[src/core/timer2_pkg.sv]
/*
 * constants, field layouts and reset values of the auto-reload and capture timer.
 * assumes a 32-bit apb register bus with one register per aligned word.
 */
package timer2_pkg;

  // ==========================================================
  // register byte offsets
  localparam logic [7:0] CONTROL_OFS = 8'h00;
  localparam logic [7:0] COUNT_LOW_OFS = 8'h04;
  localparam logic [7:0] COUNT_HIGH_OFS = 8'h08;
  localparam logic [7:0] RELOAD_LOW_OFS = 8'h0c;
  localparam logic [7:0] RELOAD_HIGH_OFS = 8'h10;
  localparam logic [7:0] CLOCK_CONTROL_OFS = 8'h14;
  localparam logic [7:0] IRQ_STATUS_OFS = 8'h18;
  localparam logic [7:0] IRQ_MASK_OFS = 8'h1c;

  // ==========================================================
  // field layouts, msb first
  typedef struct packed {
    logic high_overflow_flag;    // bit 7
    logic low_overflow_flag;     // bit 6
    logic low_byte_irq_enable;   // bit 5
    logic lfo_capture_enable;    // bit 4
    logic split_mode_bit;        // bit 3
    logic run_control_bit;       // bit 2
    logic capture_source_select; // bit 1
    logic external_clock_select; // bit 0
  } timer2_control_t;

  typedef struct packed {
    logic timer_irq_enable;       // bit 2
    logic high_half_clock_select; // bit 1
    logic low_half_clock_select;  // bit 0
  } clock_control_t;

  typedef struct packed {
    logic capture;  // bit 2
    logic low_ovf;  // bit 1
    logic high_ovf; // bit 0
  } event_t;

  // ==========================================================
  // reset values
  localparam logic [7:0] CONTROL_RST = 8'h00;
  localparam logic [2:0] CLOCK_CONTROL_RST = 3'h0;
  localparam logic [7:0] COUNT_RST = 8'h00;
  localparam logic [7:0] RELOAD_RST = 8'h00;
  localparam logic [2:0] IRQ_MASK_RST = 3'h0;

  // ==========================================================
  // clock division ratios
  localparam logic [3:0] SYSTEM_CLOCK_DIV_LAST = 4'hb;  // divide by 12: counts 0..11
  localparam logic [2:0] EXT_DIV_LAST = 3'h7;       // divide by 8: counts 0..7

endpackage

[src/core/timer2_reload_capture.sv]
/*
 * sixteen-bit auto-reload timer with split 8-bit mode and low-frequency
 * oscillator capture, with an apb register slave and one level interrupt.
 * assumes apb signals synchronous to REF_CLK; EXT_CLK and LFO_CLK are
 * asynchronous and are synchronised here.
 */
// Local design decisions: the APB interface to the registers and the placing of the registers.
`timescale 1ns/1ps

// Summary of operation
// - count is a low byte and a high byte forming one 16-bit counter while the split bit is clear
// - tick source is system clock, system clock over 12, or external over 8
// - external clock is synchronised before its divide-by-8 tick advances the count
// - split bit clear: one 16-bit up-counter with auto-reload
// - 16-bit rollover loads the reload pair and sets the high overflow flag
// - timer interrupt on high overflow when timer interrupts are enabled
// - in 16-bit mode low-byte rollover also interrupts when low enable set
// - split bit set: two independent 8-bit reload counters, each own reload
// - in split mode run bit gates only the high counter
// - per half: select bit 1 gives system clock, else external select decides
// - high and low overflow flags set on their byte rolling ff to 00
// - split mode: high overflow interrupts, low one too when enabled
// - overflow flags are cleared only by software writes
// - capture enable with oscillator source replaces reload with capture
// - capture, 16-bit: free run, capture copies count into reload pair
// - capture, split: bytes wrap alone, capture copies both into reloads
// - capture source value 1 is oscillator falling edge; 0 captures nothing
// - outside split mode the timer advances only while run is set
module timer2_reload_capture (
  input wire logic REF_CLK,
  input wire logic RST,
  input wire logic PSEL,
  input wire logic PENABLE,
  input wire logic PWRITE,
  input wire logic [7:0] PADDR,
  input wire logic [31:0] PWDATA,
  output logic [31:0] PRDATA,
  output logic PREADY,
  output logic PSLVERR,
  input wire logic EXT_CLK,
  input wire logic LFO_CLK,
  output logic IRQ
);

  // ==========================================================
  // register state
  timer2_pkg::timer2_control_t ctrl_q;
  timer2_pkg::clock_control_t clk_sel_q;
  timer2_pkg::event_t status_q;
  timer2_pkg::event_t mask_q;
  timer2_pkg::event_t events;
  logic [7:0] cnt_lo_q, cnt_lo_d, cnt_hi_q, cnt_hi_d;
  logic [7:0] rl_lo_q, rl_hi_q;
  logic [31:0] prdata_q;
  logic pready_q, pslverr_q, irq_q;
  logic wr_en, rd_en, addr_ok;

  // ==========================================================
  // apb slave: one wait state, answer on the second access cycle
  assign wr_en = PSEL && PENABLE && PWRITE && pready_q;
  assign rd_en = PSEL && PENABLE && !PWRITE && !pready_q;
  assign addr_ok = (PADDR == timer2_pkg::CONTROL_OFS) || (PADDR == timer2_pkg::COUNT_LOW_OFS)
    || (PADDR == timer2_pkg::COUNT_HIGH_OFS) || (PADDR == timer2_pkg::RELOAD_LOW_OFS)
    || (PADDR == timer2_pkg::RELOAD_HIGH_OFS) || (PADDR == timer2_pkg::CLOCK_CONTROL_OFS)
    || (PADDR == timer2_pkg::IRQ_STATUS_OFS) || (PADDR == timer2_pkg::IRQ_MASK_OFS);

  // ready and error handshake
  always_ff @(posedge REF_CLK) begin
    if (RST) begin
      pready_q <= 1'b0;
      pslverr_q <= 1'b0;
    end else begin
      pready_q <= PSEL && PENABLE && !pready_q;
      pslverr_q <= PSEL && PENABLE && !pready_q && !addr_ok;
    end
  end

  // read data mux, captured one cycle before ready
  always_ff @(posedge REF_CLK) begin
    if (RST) begin
      prdata_q <= 32'h0000_0000;
    end else if (rd_en) begin
      case (PADDR)
        timer2_pkg::CONTROL_OFS: prdata_q <= {24'h00_0000, ctrl_q};
        timer2_pkg::COUNT_LOW_OFS: prdata_q <= {24'h00_0000, cnt_lo_q};
        timer2_pkg::COUNT_HIGH_OFS: prdata_q <= {24'h00_0000, cnt_hi_q};
        timer2_pkg::RELOAD_LOW_OFS: prdata_q <= {24'h00_0000, rl_lo_q};
        timer2_pkg::RELOAD_HIGH_OFS: prdata_q <= {24'h00_0000, rl_hi_q};
        timer2_pkg::CLOCK_CONTROL_OFS: prdata_q <= {29'h0000_0000, clk_sel_q};
        timer2_pkg::IRQ_STATUS_OFS: prdata_q <= {29'h0000_0000, status_q};
        timer2_pkg::IRQ_MASK_OFS: prdata_q <= {29'h0000_0000, mask_q};
        default: prdata_q <= 32'h0000_0000;
      endcase
    end else if (!PSEL) begin
      prdata_q <= 32'h0000_0000;
    end
  end

  // ==========================================================
  // tick sources
  logic [3:0] pre_q;
  logic div12_tick;
  logic ext_s1, ext_s2, ext_s3;
  logic [2:0] ext_div_q;
  logic ext_tick_q;
  logic lfo_s1, lfo_s2, lfo_s3;
  logic cap_strobe;
  logic cap_mode;
  logic tick_lo, tick_hi, slow_tick;

  // system clock divided by 12
  always_ff @(posedge REF_CLK) begin
    if (RST) begin
      pre_q <= 4'h0;
    end else if (pre_q == timer2_pkg::SYSTEM_CLOCK_DIV_LAST) begin
      pre_q <= 4'h0;
    end else begin
      pre_q <= pre_q + 4'h1;
    end
  end
  assign div12_tick = (pre_q == timer2_pkg::SYSTEM_CLOCK_DIV_LAST);

  // external clock: synchroniser, rising edge, divide by 8
  always_ff @(posedge REF_CLK) begin
    if (RST) begin
      ext_s1 <= 1'b0;
      ext_s2 <= 1'b0;
      ext_s3 <= 1'b0;
      ext_div_q <= 3'h0;
      ext_tick_q <= 1'b0;
    end else begin
      ext_s1 <= EXT_CLK;
      ext_s2 <= ext_s1;
      ext_s3 <= ext_s2;
      ext_tick_q <= 1'b0;
      if (ext_s2 && !ext_s3) begin
        ext_div_q <= ext_div_q + 3'h1;
        ext_tick_q <= (ext_div_q == timer2_pkg::EXT_DIV_LAST);
      end
    end
  end

  // oscillator synchroniser and falling edge strobe
  always_ff @(posedge REF_CLK) begin
    if (RST) begin
      lfo_s1 <= 1'b0;
      lfo_s2 <= 1'b0;
      lfo_s3 <= 1'b0;
    end else begin
      lfo_s1 <= LFO_CLK;
      lfo_s2 <= lfo_s1;
      lfo_s3 <= lfo_s2;
    end
  end
  assign cap_strobe = lfo_s3 && !lfo_s2;

  // per-half clock choice
  assign slow_tick = ctrl_q.external_clock_select ? ext_tick_q : div12_tick;
  assign tick_lo = clk_sel_q.low_half_clock_select ? 1'b1 : slow_tick;
  assign tick_hi = clk_sel_q.high_half_clock_select ? 1'b1 : slow_tick;

  // capture mode needs enable and the oscillator source
  assign cap_mode = ctrl_q.lfo_capture_enable && ctrl_q.capture_source_select;

  // ==========================================================
  // counter next state
  always_comb begin
    cnt_lo_d = cnt_lo_q;
    cnt_hi_d = cnt_hi_q;
    events = '0;
    if (!ctrl_q.split_mode_bit) begin
      // one 16-bit counter, gated by run
      if (ctrl_q.run_control_bit && tick_lo) begin
        if ({cnt_hi_q, cnt_lo_q} == 16'hffff) begin
          events.high_ovf = 1'b1;
          events.low_ovf = 1'b1;
          if (cap_mode) begin
            {cnt_hi_d, cnt_lo_d} = 16'h0000;
          end else begin
            {cnt_hi_d, cnt_lo_d} = {rl_hi_q, rl_lo_q};
          end
        end else begin
          events.low_ovf = (cnt_lo_q == 8'hff);
          {cnt_hi_d, cnt_lo_d} = {cnt_hi_q, cnt_lo_q} + 16'h0001;
        end
      end
    end else begin
      // low half always runs
      if (tick_lo) begin
        if (cnt_lo_q == 8'hff) begin
          events.low_ovf = 1'b1;
          cnt_lo_d = cap_mode ? 8'h00 : rl_lo_q;
        end else begin
          cnt_lo_d = cnt_lo_q + 8'h01;
        end
      end
      // high half only while run is set
      if (ctrl_q.run_control_bit && tick_hi) begin
        if (cnt_hi_q == 8'hff) begin
          events.high_ovf = 1'b1;
          cnt_hi_d = cap_mode ? 8'h00 : rl_hi_q;
        end else begin
          cnt_hi_d = cnt_hi_q + 8'h01;
        end
      end
    end
    events.capture = cap_mode && cap_strobe;
    // software write to the count wins over counting
    if (wr_en && PADDR == timer2_pkg::COUNT_LOW_OFS) begin
      cnt_lo_d = PWDATA[7:0];
    end
    if (wr_en && PADDR == timer2_pkg::COUNT_HIGH_OFS) begin
      cnt_hi_d = PWDATA[7:0];
    end
  end

  // count registers
  always_ff @(posedge REF_CLK) begin
    if (RST) begin
      cnt_lo_q <= timer2_pkg::COUNT_RST;
      cnt_hi_q <= timer2_pkg::COUNT_RST;
    end else begin
      cnt_lo_q <= cnt_lo_d;
      cnt_hi_q <= cnt_hi_d;
    end
  end

  // reload registers; a capture wins over a software write
  always_ff @(posedge REF_CLK) begin
    if (RST) begin
      rl_lo_q <= timer2_pkg::RELOAD_RST;
      rl_hi_q <= timer2_pkg::RELOAD_RST;
    end else if (events.capture) begin
      rl_lo_q <= cnt_lo_q;
      rl_hi_q <= cnt_hi_q;
    end else begin
      if (wr_en && PADDR == timer2_pkg::RELOAD_LOW_OFS) begin
        rl_lo_q <= PWDATA[7:0];
      end
      if (wr_en && PADDR == timer2_pkg::RELOAD_HIGH_OFS) begin
        rl_hi_q <= PWDATA[7:0];
      end
    end
  end

  // ==========================================================
  // control register; overflow set wins over a software clear
  always_ff @(posedge REF_CLK) begin
    if (RST) begin
      ctrl_q <= timer2_pkg::CONTROL_RST;
    end else begin
      if (wr_en && PADDR == timer2_pkg::CONTROL_OFS) begin
        ctrl_q <= PWDATA[7:0];
      end
      if (events.high_ovf) begin
        ctrl_q.high_overflow_flag <= 1'b1;
      end
      if (events.low_ovf) begin
        ctrl_q.low_overflow_flag <= 1'b1;
      end
    end
  end

  // clock select and mask registers
  always_ff @(posedge REF_CLK) begin
    if (RST) begin
      clk_sel_q <= timer2_pkg::CLOCK_CONTROL_RST;
      mask_q <= timer2_pkg::IRQ_MASK_RST;
    end else if (wr_en) begin
      if (PADDR == timer2_pkg::CLOCK_CONTROL_OFS) begin
        clk_sel_q <= PWDATA[2:0];
      end
      if (PADDR == timer2_pkg::IRQ_MASK_OFS) begin
        mask_q <= PWDATA[2:0];
      end
    end
  end

  // sticky status, write one to clear, new event wins
  always_ff @(posedge REF_CLK) begin
    if (RST) begin
      status_q <= '0;
    end else if (wr_en && PADDR == timer2_pkg::IRQ_STATUS_OFS) begin
      status_q <= (status_q & ~PWDATA[2:0]) | events;
    end else begin
      status_q <= status_q | events;
    end
  end

  // interrupt level: low overflow counts only with its own enable
  always_ff @(posedge REF_CLK) begin
    if (RST) begin
      irq_q <= 1'b0;
    end else begin
      irq_q <= clk_sel_q.timer_irq_enable
        && |(status_q & mask_q & {1'b1, ctrl_q.low_byte_irq_enable, 1'b1});
    end
  end

  assign PRDATA = prdata_q;
  assign PREADY = pready_q;
  assign PSLVERR = pslverr_q;
  assign IRQ = irq_q;
endmodule

[config.mk]
export PLATFORM = sky130hd
export DESIGN_NAME = timer2_reload_capture
export DESIGN_NICKNAME = d
export VERILOG_FILES = /design/src/core/timer2_pkg.sv /design/src/core/timer2_reload_capture.sv
export SDC_FILE = /design/constraint.sdc
export NUM_CORES = 1
export LEC_CHECK = 0
export BUFFER_PORTS_ARGS = -buffer_cell sky130_fd_sc_hd__buf_4
export CORE_MARGIN = 2
export CORE_UTILIZATION = 60
export CTS_BUF_LIST = sky130_fd_sc_hd__clkbuf_16
export DETAILED_ROUTE_END_ITERATION = 6
export GPL_ROUTABILITY_DRIVEN = 0
export PLACE_DENSITY = 0.91
export SYNTH_ARGS = -nofsm -noshare
export SYNTH_HDL_FRONTEND = slang
export SYNTH_SLANG_ARGS = --single-unit
[constraint.sdc]
create_clock -name REF_CLK -period 2.85 [get_ports REF_CLK]
set_clock_uncertainty 0.1 [all_clocks]
set_input_delay 0 -clock REF_CLK [delete_from_list [all_inputs] [get_ports REF_CLK]]
set_output_delay 0 -clock REF_CLK [all_outputs]
set_load 0.01 [all_outputs]
== Yosys cells after proc, flatten, opt, wreduce, memory -nomap -nowiden ==
Index checks and enable logic that the tools add are counted.

* Register bits: 98
* Input bits: 47
* Output and inout bits: 35
* Word-level logic and storage cells: 143

* Add/subtract/negate cells: 5
* Equal/unequal tests: 15
* Muxes and demuxes: 36
* Bitwise operators: 7
* Reduce and logical (&&, ||, !) cells: 46

{| class="wikitable"
|+ Operators with widths
! kind !! count
|-
| 2-to-1 mux 8 bit || 19
|-
| 2-to-1 mux 32 bit || 2
|-
| case mux 8 bit (8 select lines) || 1
|-
| equality test 8 x 5 -> 1 bit (second input constant) || 4
|-
| logical AND 1 bit || 20
|-
| adder 16 x 1 -> 16 bit (second input constant) || 1
|-
| adder 8 x 1 -> 8 bit (second input constant) || 2
|-
| equality test 16 bit (second input constant) || 1
|-
| equality test 8 x 4 -> 1 bit (second input constant) || 2
|-
| equality test 8 bit (second input constant) || 2
|-
| 2-to-1 mux 1 bit || 11
|-
| AND 3 bit || 3
|-
| equality test 8 x 3 -> 1 bit (second input constant) || 1
|-
| logical NOT 8 bit || 1
|-
| AND reduction 2 bit || 4
|-
| nonzero test 2 bit || 4
|-
| logical OR 1 bit || 7
|-
| inequality test 3 x 1 -> 1 bit (second input constant) || 2
|-
| bitwise OR 3 bit || 2
|-
| nonzero test 3 bit || 2
|-
| logical NOT 1 bit || 5
|-
| adder 4 x 1 -> 4 bit (second input constant) || 1
|-
| equality test 4 bit (second input constant) || 1
|-
| 2-to-1 mux 2 bit || 2
|-
| other kinds (8) || 9
|}

== Depth between registers and ports, before layout ==
Gate-level depths: netlist of run 1.

* Depth after elaboration: 10
* Mapped depth: 8
* Gate-level depth less buffers: 6

== Worst setup path after synthesis of run 1 ==
No wires, ideal clock.

* Path type: register -> register
* Start: register pre_q[0]
* End: register cnt_hi_q[6]
* Setup time: 0.122 ns
* Data arrival time: 1.737 ns
* Data required time: 2.628 ns
* Path slack: 0.891 ns
* Cell stages (with the launch flop): 7
* Buffers on the path: 1
* Period minus slack after synthesis: 1.959 ns
* Cells stage by stage: dfxtp_1 -> ha_1 -> and4bb_2 -> o31a_1 -> buf_2 -> and4_1 -> o311a_1

* Word-level cells in the longest chain between the ends: 6
* Elaborated cells between the ends (all ways): 9
* Those cells by class: eq/ne (2); mux (3); reduce/logical (4)

{| class="wikitable"
|+ RTL lines
! item !! line !! RTL
|-
| start: declaration || timer2_reload_capture.sv:101 || <nowiki>logic [3:0] pre_q;</nowiki>
|-
| start signal: assignment || timer2_reload_capture.sv:118 || <nowiki>pre_q <= pre_q + 4'h1;</nowiki>
|-
| equality test 4 bit * || timer2_reload_capture.sv:121 || <nowiki>assign div12_tick = (pre_q == timer2_pkg::SYSTEM_CLOCK_DIV_LAST);</nowiki>
|-
| 2-to-1 mux 1 bit * || timer2_reload_capture.sv:158 || <nowiki>assign slow_tick = ctrl_q.external_clock_select ? ext_tick_q : div12_tick;</nowiki>
|-
| 2-to-1 mux 1 bit (on tied branches) || timer2_reload_capture.sv:160, timer2_reload_capture.sv:159 ||
|-
| logical AND 1 bit (on tied branches) || timer2_reload_capture.sv:198, timer2_reload_capture.sv:173 ||
|-
| inequality test 3 x 1 -> 1 bit (no line) or nonzero test 3 bit (tied branches) || -- ||
|-
| AND reduction 2 bit (no line) * || -- ||
|-
| end signal: assignment || timer2_reload_capture.sv:221 || <nowiki>cnt_hi_q <= timer2_pkg::COUNT_RST;</nowiki>
|-
| end signal: assignment || timer2_reload_capture.sv:224 || <nowiki>cnt_hi_q <= cnt_hi_d;</nowiki>
|-
| end: declaration || timer2_reload_capture.sv:52 || <nowiki>logic [7:0] cnt_lo_q, cnt_lo_d, cnt_hi_q, cnt_hi_d;</nowiki>
|}

Every way passes the cells marked *; elsewhere a longest branch is shown, timed or not.
A chain may end at the register's enable or synchronous reset.

== Final worst setup path of run 1 ==
* Start: input port PADDR[5]
* End: register prdata_q[5] (netlist: PRDATA[5])

* Word-level cells in the longest chain between the ends: 3
* Elaborated cells between the ends (all ways): 10
* Those cells by class: eq/ne (7); mux (2); reduce/logical (1)

{| class="wikitable"
|+ RTL lines
! item !! line !! RTL
|-
| start: declaration || timer2_reload_capture.sv:35 || <nowiki>input wire logic [7:0] PADDR,</nowiki>
|-
| equality test 8 x 5 -> 1 bit (tied with other cells) || timer2_reload_capture.sv:83 || <nowiki>case (PADDR)</nowiki>
|-
| case mux 8 bit (8 select lines) * || timer2_reload_capture.sv:83 ||
|-
| 2-to-1 mux 32 bit * || timer2_reload_capture.sv:82 || <nowiki>end else if (rd_en) begin</nowiki>
|-
| end signal: assignment || timer2_reload_capture.sv:84 || <nowiki>timer2_pkg::CONTROL_OFS: prdata_q <= {24'h00_0000, ctrl_q};</nowiki>
|-
| end signal: assignment || timer2_reload_capture.sv:85 || <nowiki>timer2_pkg::COUNT_LOW_OFS: prdata_q <= {24'h00_0000, cnt_lo_q};</nowiki>
|-
| end signal: assignment || timer2_reload_capture.sv:86 || <nowiki>timer2_pkg::COUNT_HIGH_OFS: prdata_q <= {24'h00_0000, cnt_hi_q};</nowiki>
|-
| end: declaration || timer2_reload_capture.sv:54 || <nowiki>logic [31:0] prdata_q;</nowiki>
|}

Marked as above.

==> results of run 1 <==
cell type report:
class / count / share of cell area [%]
clock buffers: 9 / 4.544
clock inverters: 7 / 1.414
inverters: 5 / 0.3787
multi-input cells: 432 / 51.53
flip-flops and latches: 74 / 29.89
well taps: 99 / 2.499
repair buffers: 59 / 9.745
report_power, final:
group / total [mW] / internal [mW] / switching [mW] / leakage [nW]
clock: 1.13 / 0.676 / 0.452 / 0.141
combinational: 0.149 / 0.0587 / 0.0902 / 1.17
sequential: 1.05 / 1.05 / 0.00961 / 0.598
total: 2.33 / 1.78 / 0.551 / 1.91
stage by stage:
stage	std cells	setup WS, ps
6_report	685	408.4
5_1_grt	685	232.8
4_1_cts	685	491.8
3_5_place_dp	653	641.7
3_3_place_gp	653	717.4
2_1_floorplan	577	890.9
flip-flops by register name, summed over array words and instances, names as in the netlist, 3 cells and up:
signal     count
rl_hi_q        8
ctrl_q         8
status_q       3
cnt_hi_q       8
mask_q         3
clk_sel_q      3
ext_div_q      3
PRDATA         8
pre_q          4
rl_lo_q        8
cnt_lo_q       8
layer usage:
metal	global-route usage (%)	part of all wire, %
met1	42.16	35
met2	53.68	46
met3	8.864	13
met4	24.02	5.9
met5	0	0
worst max-delay path by stage:
stage	from	endpoint	slack, ps
floorplan	pre_q[0]	cnt_hi_q[6]	890
finish	PADDR[5]	PRDATA[5]	410
detailed placement	cnt_hi_q[0]	cnt_lo_q[1]	640
CTS	PADDR[5]	PRDATA[5]	490
global route	PADDR[5]	PRDATA[5]	230
global placement	cnt_hi_q[0]	cnt_lo_q[1]	720
critical path: stages:
cell,delay [ps]
dlygate4sd3_1,550
buf_4,150
nor2b_1,490
buf_4,290
nand3_1,120
a21oi_1,240
o21ai_1,100
a21oi_1,140
dlygate4sd3_1,550
cell usage in the layout, fill, tap and decap left out, types with 4 or more instances in the layout:
master         netlist  routed
a21o_1               7       7
a21oi_1             29      29
a222oi_1             4       4
a22oi_1              4       4
a311oi_1            19      19
a31oi_1             10      10
and2_1               6       6
and3_1               4       4
and4_1               5       5
buf_4               24      43
clkbuf_16            0       9
conb_1               1      24
dfxtp_1             74      74
dlygate4sd3_1        0      16
ha_1                 5       5
inv_1                5       6
mux2_2               4       4
mux2i_1             11      11
nand2_1             64      64
nand3_1             61      61
nand4_1             11      11
nor2_1              51      51
nor2b_1              8       8
nor3_1              14      14
nor3b_1              4       4
nor4_1               4       4
o21ai_0              6       6
o21ai_1             11      11
o31ai_1              5       5
or3_1                4       4
xnor2_1              4       4
xor2_1               5       5
timing repair:
item / CTS / global route
endpoints found under the setup margin: 0 / 0
resized for setup: 0 / 0
hold endpoints to repair: 53 / 0
hold buffers: 16 / 0
logic make-up after synthesis:
family | count (synthesis) | share of synthesized area, %
other | 1 | 0.08539
adders and majority gates | 5 | 1.425
buffers and inverters | 71 | 10.09
xor gates and xnor gates | 9 | 1.795
muxes | 16 | 3.789
DFF | 74 | 33.73
and+or+nand+nor | 257 | 29.57
AOI/OAI and AO/OA | 121 | 19.52
==> flow_summary.yaml, run 1 <==
floorplan:
  initial_utilization_pct: 61.20
  die-area_um2: 8020
  core_area_um2: 7176
  rows: 31
  io_pins: 82
  die_h_um: 89.56
  dieWidth_um: 89.56
logic_synthesis:
  synthFlopType: "dfxtp_1"
  avgSynthCellArea_um2: 7.927
  netlist_area_um2: 4392
  synth-edff-count: 0
  synth_area_leader_cell: "dfxtp_1"
  ys_warn_count: 0
  synth.distinct_cells: 72
  netlist_top_cells_area: "dfxtp_1, nand3_1, nand2_1"
  netlist_top_cells_count: "dfxtp_1, nand2_1, nand3_1, nor2_1, a21oi_1"
  async_flop_share_pct: 0
  yosysMostFrequentCell: "dfxtp_1"
  synth-seq-cells: 74
  synthCells: 554
  netlist.area_leader.share_pct: 33.73
  synth.yosys.seq_area_share_pct: 33.73
worst_setup_path:
  r2r_start: "cnt_hi_q[0]"
  cp.arrival_ps: 2620
  r2r_slack_ps: 560
  worstReg2RegEnd: "cnt_lo_q[0]"
  required_ps: 3030
  critPathKind: "input port to register"
  r2r_cells: 6
  cp-start-kind: "input port"
  worstPathMaxFanout: 10
  end_kind: "register"
timing:
  hold_viol_final: 0
  min_period_ps: 2442
  setup_viol: 0
  period_share_pct: 85.67
  rsz0062_at_grt: "false"
  worst_pin_slew_ps: 773.3
  slew_viol_final: 0
  fmax_mhz: 409.6
  relSlewSlack_pct: 48.01
  setup_tns_ps: 0
  hold_ws_ps: 44.07
drt:
  vias: 4611
  wl_per_cell_um: 19.31
  viasPerCell: 6.731
  dr.pass1.iters: 7
  first_iter_violations: 766
  drc: 1
  detail-route-antenna-nets: 0
  wl_um: 13230
finish:
  area.growth.synth_to_final_pct: 12.85
  seqCellArea_um2: 1481
  fin_util_pct: 69.07
  drive_above_1_share_pct: 12.46
  n_fill_cell: 564
  postLayoutCellArea_um2: 4956
  antenna_cells: 0
  nets: 633
  multi_input_area_um2: 2554
cts:
  clockBufferDepth: 2
  post_cts_buffers: 0
  clock_latency_ps: 340
  cts_buffers: 9
  cts-htree-levels: 3
  cts_tree: "done"
  root_buffer: "clkbuf_16"
  path_clk_slew_ps: 60
  cts_sinks: 74
global_route:
  grt_usage_pct: 34.75
  antenna_found_initial: 0
  grt_pass1_vias: 4335
  overflow: 0
  grt_pass1_wl_um: 21210
  grt_max_degree: 66
power:
  p_leak_nw: 1.911
  p_per_area_nw_per_um2: 470.3
  power_mw: 2.331
  max-vdd-ir-drop_mv: 0.3887
min_path:
  min_to: "PRDATA[1]"
  min_path_cells: 4
  hold_path.class: "input port to register"
  min_from: "PADDR[0]"
place:
  port_buffers: 33
  dpl-instance-area_um2: 4501
  dp_hpwl_um: 8571
run:
  drv_cap: 0
status:
  violations: "DRC"
  outcome: "complete, but fails checks"
Power figures use the tool's default switching activity.
==> inputs of run 2 (changes only) <==
CORE_MARGIN = 3   (was 2)
CORE_UTILIZATION = 56   (was 60)
PLACE_DENSITY = 0.86   (was 0.91)
clock period = 2.3 ns   (was 2.85 ns; I/O delays follow)
==> run 2 against run 1 <==
Die area rose by 11%. Largest power group is now registers. Critical endpoint is now cnt_hi_q[5]. Via count rose by 1.8%. Highest routed layer unchanged. Critical path type is now register to register. Largest cell class unchanged. Critical path depth is 3 lower. The flow now finishes without violations. Clock power up 12%. Sequential cell count unchanged. Setup slack got worse by 290 ps. Sequential share of layout area shrank 0.47 points.
==> flow_summary.yaml, run 2 (synthesis results as in run 1) <==
status:
  outcome: "completed"
floorplan:
  io_pins: 82
  die_h_um: 94.56
  initial_utilization_pct: 58.97
  die-area_um2: 8941
  dieWidth_um: 94.56
  core_area_um2: 7447
  rows: 31
drt:
  viasPerCell: 6.726
  first_iter_violations: 633
  drc: 0
  vias: 4695
  wl_um: 13450
  dr.pass1.iters: 7
  detail-route-antenna-nets: 0
  wl_per_cell_um: 19.27
timing:
  setup_viol: 0
  relSlewSlack_pct: 52.96
  period_share_pct: 94.81
  slew_viol_final: 0
  min_period_ps: 2181
  setup_tns_ps: 0
  rsz0062_at_grt: "false"
  hold_viol_final: 0
  worst_pin_slew_ps: 705.6
  fmax_mhz: 458.6
worst_setup_path:
  required_ps: 2430
  r2r_cells: 6
  worstReg2RegEnd: "cnt_hi_q[5]"
  critPathCapture: "cnt_hi_q[5]"
  worstPathMaxFanout: 6
  cp.arrival_ps: 2310
  r2r_start: "cnt_hi_q[1]"
  cp-startpoint: "cnt_hi_q[1]"
  cp-start-kind: "register"
  r2r_slack_ps: 120
  end_kind: "register"
  critPathKind: "register to register"
finish:
  drive_above_1_share_pct: 14.86
  final_cell_mix: "dfxtp_1, nand2_1, nand3_1, buf_4, nor2_1"
  area.growth.synth_to_final_pct: 14.64
  nets: 647
  fin_util_pct: 67.61
  n_fill_cell: 591
  antenna_cells: 0
  layout.cells.most_common: "dfxtp_1"
cts:
  clock_latency_ps: 340
  cts_buffers: 9
  cts-htree-levels: 3
  cts_sinks: 74
  path_clk_slew_ps: 60
  cts_tree: "done"
  clockBufferDepth: 2
  root_buffer: "clkbuf_16"
global_route:
  antenna_found_initial: 0
  overflow: 0
  grt_pass1_vias: 4513
  grt_max_degree: 66
  grt_pass1_wl_um: 21850
  grt_usage_pct: 31.17
power:
  max-vdd-ir-drop_mv: 0.3886
  p_per_area_nw_per_um2: 546.8
  p_leak_nw: 1.968
  power_mw: 2.753
place:
  port_buffers: 33
  dp_hpwl_um: 8800
min_path:
  hold_path.class: "input port to register"
  min_from: "PADDR[0]"
run:
  drv_cap: 0
run 2: layer usage:
layer	GRT usage, %	vias up	part of all wire, %
li1	-	2063	-
met1	38.61	2151	36
met2	48.23	399	46
met3	8.446	82	12
met4	18.99	0	5.3
met5	0	-	0
run 2: power breakdown:
group	switching (mW)	total (mW)	internal, mW
logic	0.112	0.186	0.0742
registers	0.0108	1.31	1.30
clock network	0.546	1.26	0.715
total	0.669	2.75	2.08
run 2: how the worst min path moves through the flow:
stage | end | slack (ps) | depth (start not counted)
after floorplan | PSLVERR | 20 | 1
after global placement | ext_s1 | 110 | 2
after detailed placement | lfo_s1 | 130 | 2
after CTS | PRDATA[1] | 100 | 4
after global routing | PRDATA[1] | 120 | 4
final | PRDATA[1] | 120 | 4
run 2: repair_timing:
| item | in CTS | in global routing |
|---|---|---|
| resized for setup | 0 | 1 |
| buffers inserted | 0 | 0 |
| hold buffers | 17 | 0 |
| hold endpoints to repair | 54 | 0 |
| endpoints found under the setup margin | 0 | 2 |
run 2: stage by stage:
stage          std cells  instance area (um^2)  hold slack [ps]  setup WS [ps]
3_5_place_dp         666                  4603            125.3          167.3
6_report             698                  5035            117.9          119.4
2_1_floorplan        577                  4478            23.76          340.9
5_1_grt              698                  5035            120.2          16.98
4_1_cts              698                  5034            100.7          139.6
3_3_place_gp         666                  4603            108.9          241.0
run 2: critical path: stages, from the launching register on:
cell,delay (ps)
dfxtp_1,480
ha_1,260
and2_1,280
nand3_1,240
nor2_1,270
o21ai_1,140
a2111oi_2,310
run 2: cell type report:
| type | count | area, um^2 | area share, % |
|---|---|---|---|
| multi-input cells | 432 | 2560 | 50.85 |
| flip-flops and latches | 74 | 1481 | 29.42 |
| repair buffers | 73 | 590.6 | 11.73 |
| clock buffers | 9 | 225.2 | 4.473 |
| well taps | 99 | 123.9 | 2.460 |
| clock inverters | 6 | 35.03 | 0.6958 |
| inverters | 5 | 18.77 | 0.3728 |
==> inputs of run 3 (changes only) <==
CELL_PAD_IN_SITES_DETAIL_PLACEMENT = 1   (was not set)
CELL_PAD_IN_SITES_GLOBAL_PLACEMENT = 2   (was not set)
CORE_UTILIZATION = 32   (was 56)
PLACE_DENSITY = 0.85   (was 0.86)
==> run 3 against run 2 <==
Register-to-register slack is essentially flat. Clock-buffer cell count is the same. Global-route usage shrank 11 points. Sequential cell count is the same. Sequential power is essentially flat. Routed wire length grew 13%. Critical path type unchanged. Critical path depth is the same. Cell count grew 12%. Non-clock buffer count grew 6. Setup slack lost 5.5 ps.
==> flow_summary.yaml, run 3 (synthesis results as in run 1) <==
status:
  outcome: "completed"
timing:
  hold_viol_final: 0
  slew_viol_final: 0
  relSlewSlack_pct: 49.96
  hold_ws_ps: 67.93
  period_share_pct: 95.05
  min_period_ps: 2186
  fmax_mhz: 457.4
  worst_pin_slew_ps: 750.6
  setup_viol: 0
min_path:
  min_from: "RST"
  min_to: "PRDATA[2]"
  min_path_cells: 5
  hold_path.class: "input port to register"
drt:
  viasPerCell: 5.726
  first_iter_violations: 371
  wl_per_cell_um: 19.41
  detail-route-antenna-nets: 0
  drc: 0
  wl_um: 15160
  dr.pass1.iters: 6
  vias: 4472
floorplan:
  rows: 42
  die_h_um: 123.2
  core_area_um2: 13350
  dieWidth_um: 123.2
  io_pins: 82
  die-area_um2: 15170
  initial_utilization_pct: 32.90
finish:
  drive_above_1_share_pct: 16.03
  nets: 653
  antenna_cells: 0
  fin_util_pct: 38.84
  final_cell_mix: "dfxtp_1, nand2_1, buf_4, nand3_1, nor2_1"
  area.growth.synth_to_final_pct: 18.03
  stdcell_count: 781
  layout.cells.most_common: "dfxtp_1"
power:
  max-vdd-ir-drop_mv: 0.2253
  p_comb_share_pct: 7.1
  p_per_area_nw_per_um2: 531.6
  seqPwrFrac_pct: 47.3
  p_leak_nw: 2.011
  p_clk_share_pct: 45.6
  sw_frac_of_total_pct: 24.52
  p_sw_mw: 0.6756
  p_int_mw: 2.080
  power_mw: 2.756
place:
  port_buffers: 33
  dp_hpwl_um: 10820
  dp.cells: 749
worst_setup_path:
  r2r_start: "pre_q[0]"
  crit_slowest_cell: "o31a_1"
  critPathKind: "register to register"
  end_kind: "register"
  critical_path.max_stage_delay_ps: 450
  r2r_slack_ps: 110
  cp-start-kind: "register"
  required_ps: 2460
  cp_cell_sequence: "ha_1, and4bb_2, o31a_1, nand2_1, nand4bb_1, a31oi_1"
  worstReg2RegEnd: "cnt_hi_q[0]"
  cp.arrival_ps: 2350
  r2r_cells: 6
  worstPathMaxFanout: 10
run:
  drv_cap: 0
cts:
  post_cts_buffers: 0
  path_clk_slew_ps: 60
  cts-htree-levels: 3
  clock_latency_ps: 340
  root_buffer: "clkbuf_16"
  cts_tree: "done"
  cts_buffers: 9
  cts_sinks: 74
  clockBufferDepth: 2
global_route:
  grt_pass1_wl_um: 24120
  overflow: 0
  grt_usage_pct: 20.67
  grt_max_degree: 66
  grt_pass1_vias: 4583
  antenna_found_initial: 0
[run 3: cell type report]
type / instances / area [um^2]
multi-input combinational: 432 / 2575
sequential: 74 / 1481
clock inverter: 6 / 27.53
inverter: 5 / 18.77
timing repair buffer: 79 / 635.6
fill: 1655 / 8164
clock buffer: 9 / 225.2
tap: 176 / 220.2
[run 3: power groups by stage]
stage          clock [mW]  combinational, mW  sequential, mW
3_5_place_dp            0              0.172            1.33
3_3_place_gp            0              0.166            1.33
2_1_floorplan           0              0.128            1.33
5_1_grt              1.33              0.214            1.30
4_1_cts              1.27              0.192            1.30
6_report             1.26              0.196            1.30
[run 3: per-stage QoR]
step / setup TNS (ps) / cell area (um^2) / setup WS [ps]
after floorplan: 0 / 4478 / 340.9
after global placement: 0 / 4745 / 166.4
after detailed placement: 0 / 4745 / 109.2
after CTS: 0 / 5157 / 14.30
after global routing: -12.10 / 5184 / -12.10
final: 0 / 5184 / 113.9
[run 3: worst max-delay path: cells and delay by family, from the launching register on]
family	cells	cell delay, ps
and+or+nand+nor	3	810
AOI/OAI and AO/OA	2	620
adders and majority gates	1	240
DFF	1	350
[run 3: worst max-delay path by stage]
stage	slack (ps)	depth (start not counted)	start	to
global placement	170	6	cnt_hi_q[1]	cnt_lo_q[6]
finish	110	6	pre_q[0]	cnt_hi_q[0]
CTS	10	8	PSEL	PRDATA[3]
floorplan	340	6	pre_q[0]	cnt_hi_q[6]
detailed placement	110	6	cnt_hi_q[1]	cnt_lo_q[1]
global route	-10	6	cnt_hi_q[1]	cnt_hi_q[5]
[run 3: timing repair]
action,CTS,global route
hold endpoints to repair,50,3
gates resized for setup,0,5
setup endpoints to repair,0,9
hold buffers,16,1
[run 3: per-layer routing]
layer | track usage (%) | wire length, um
met5 | 0 | 0
met4 | 8.858 | 512
met3 | 2.608 | 914
met2 | 34.01 | 7124
met1 | 27.23 | 6604
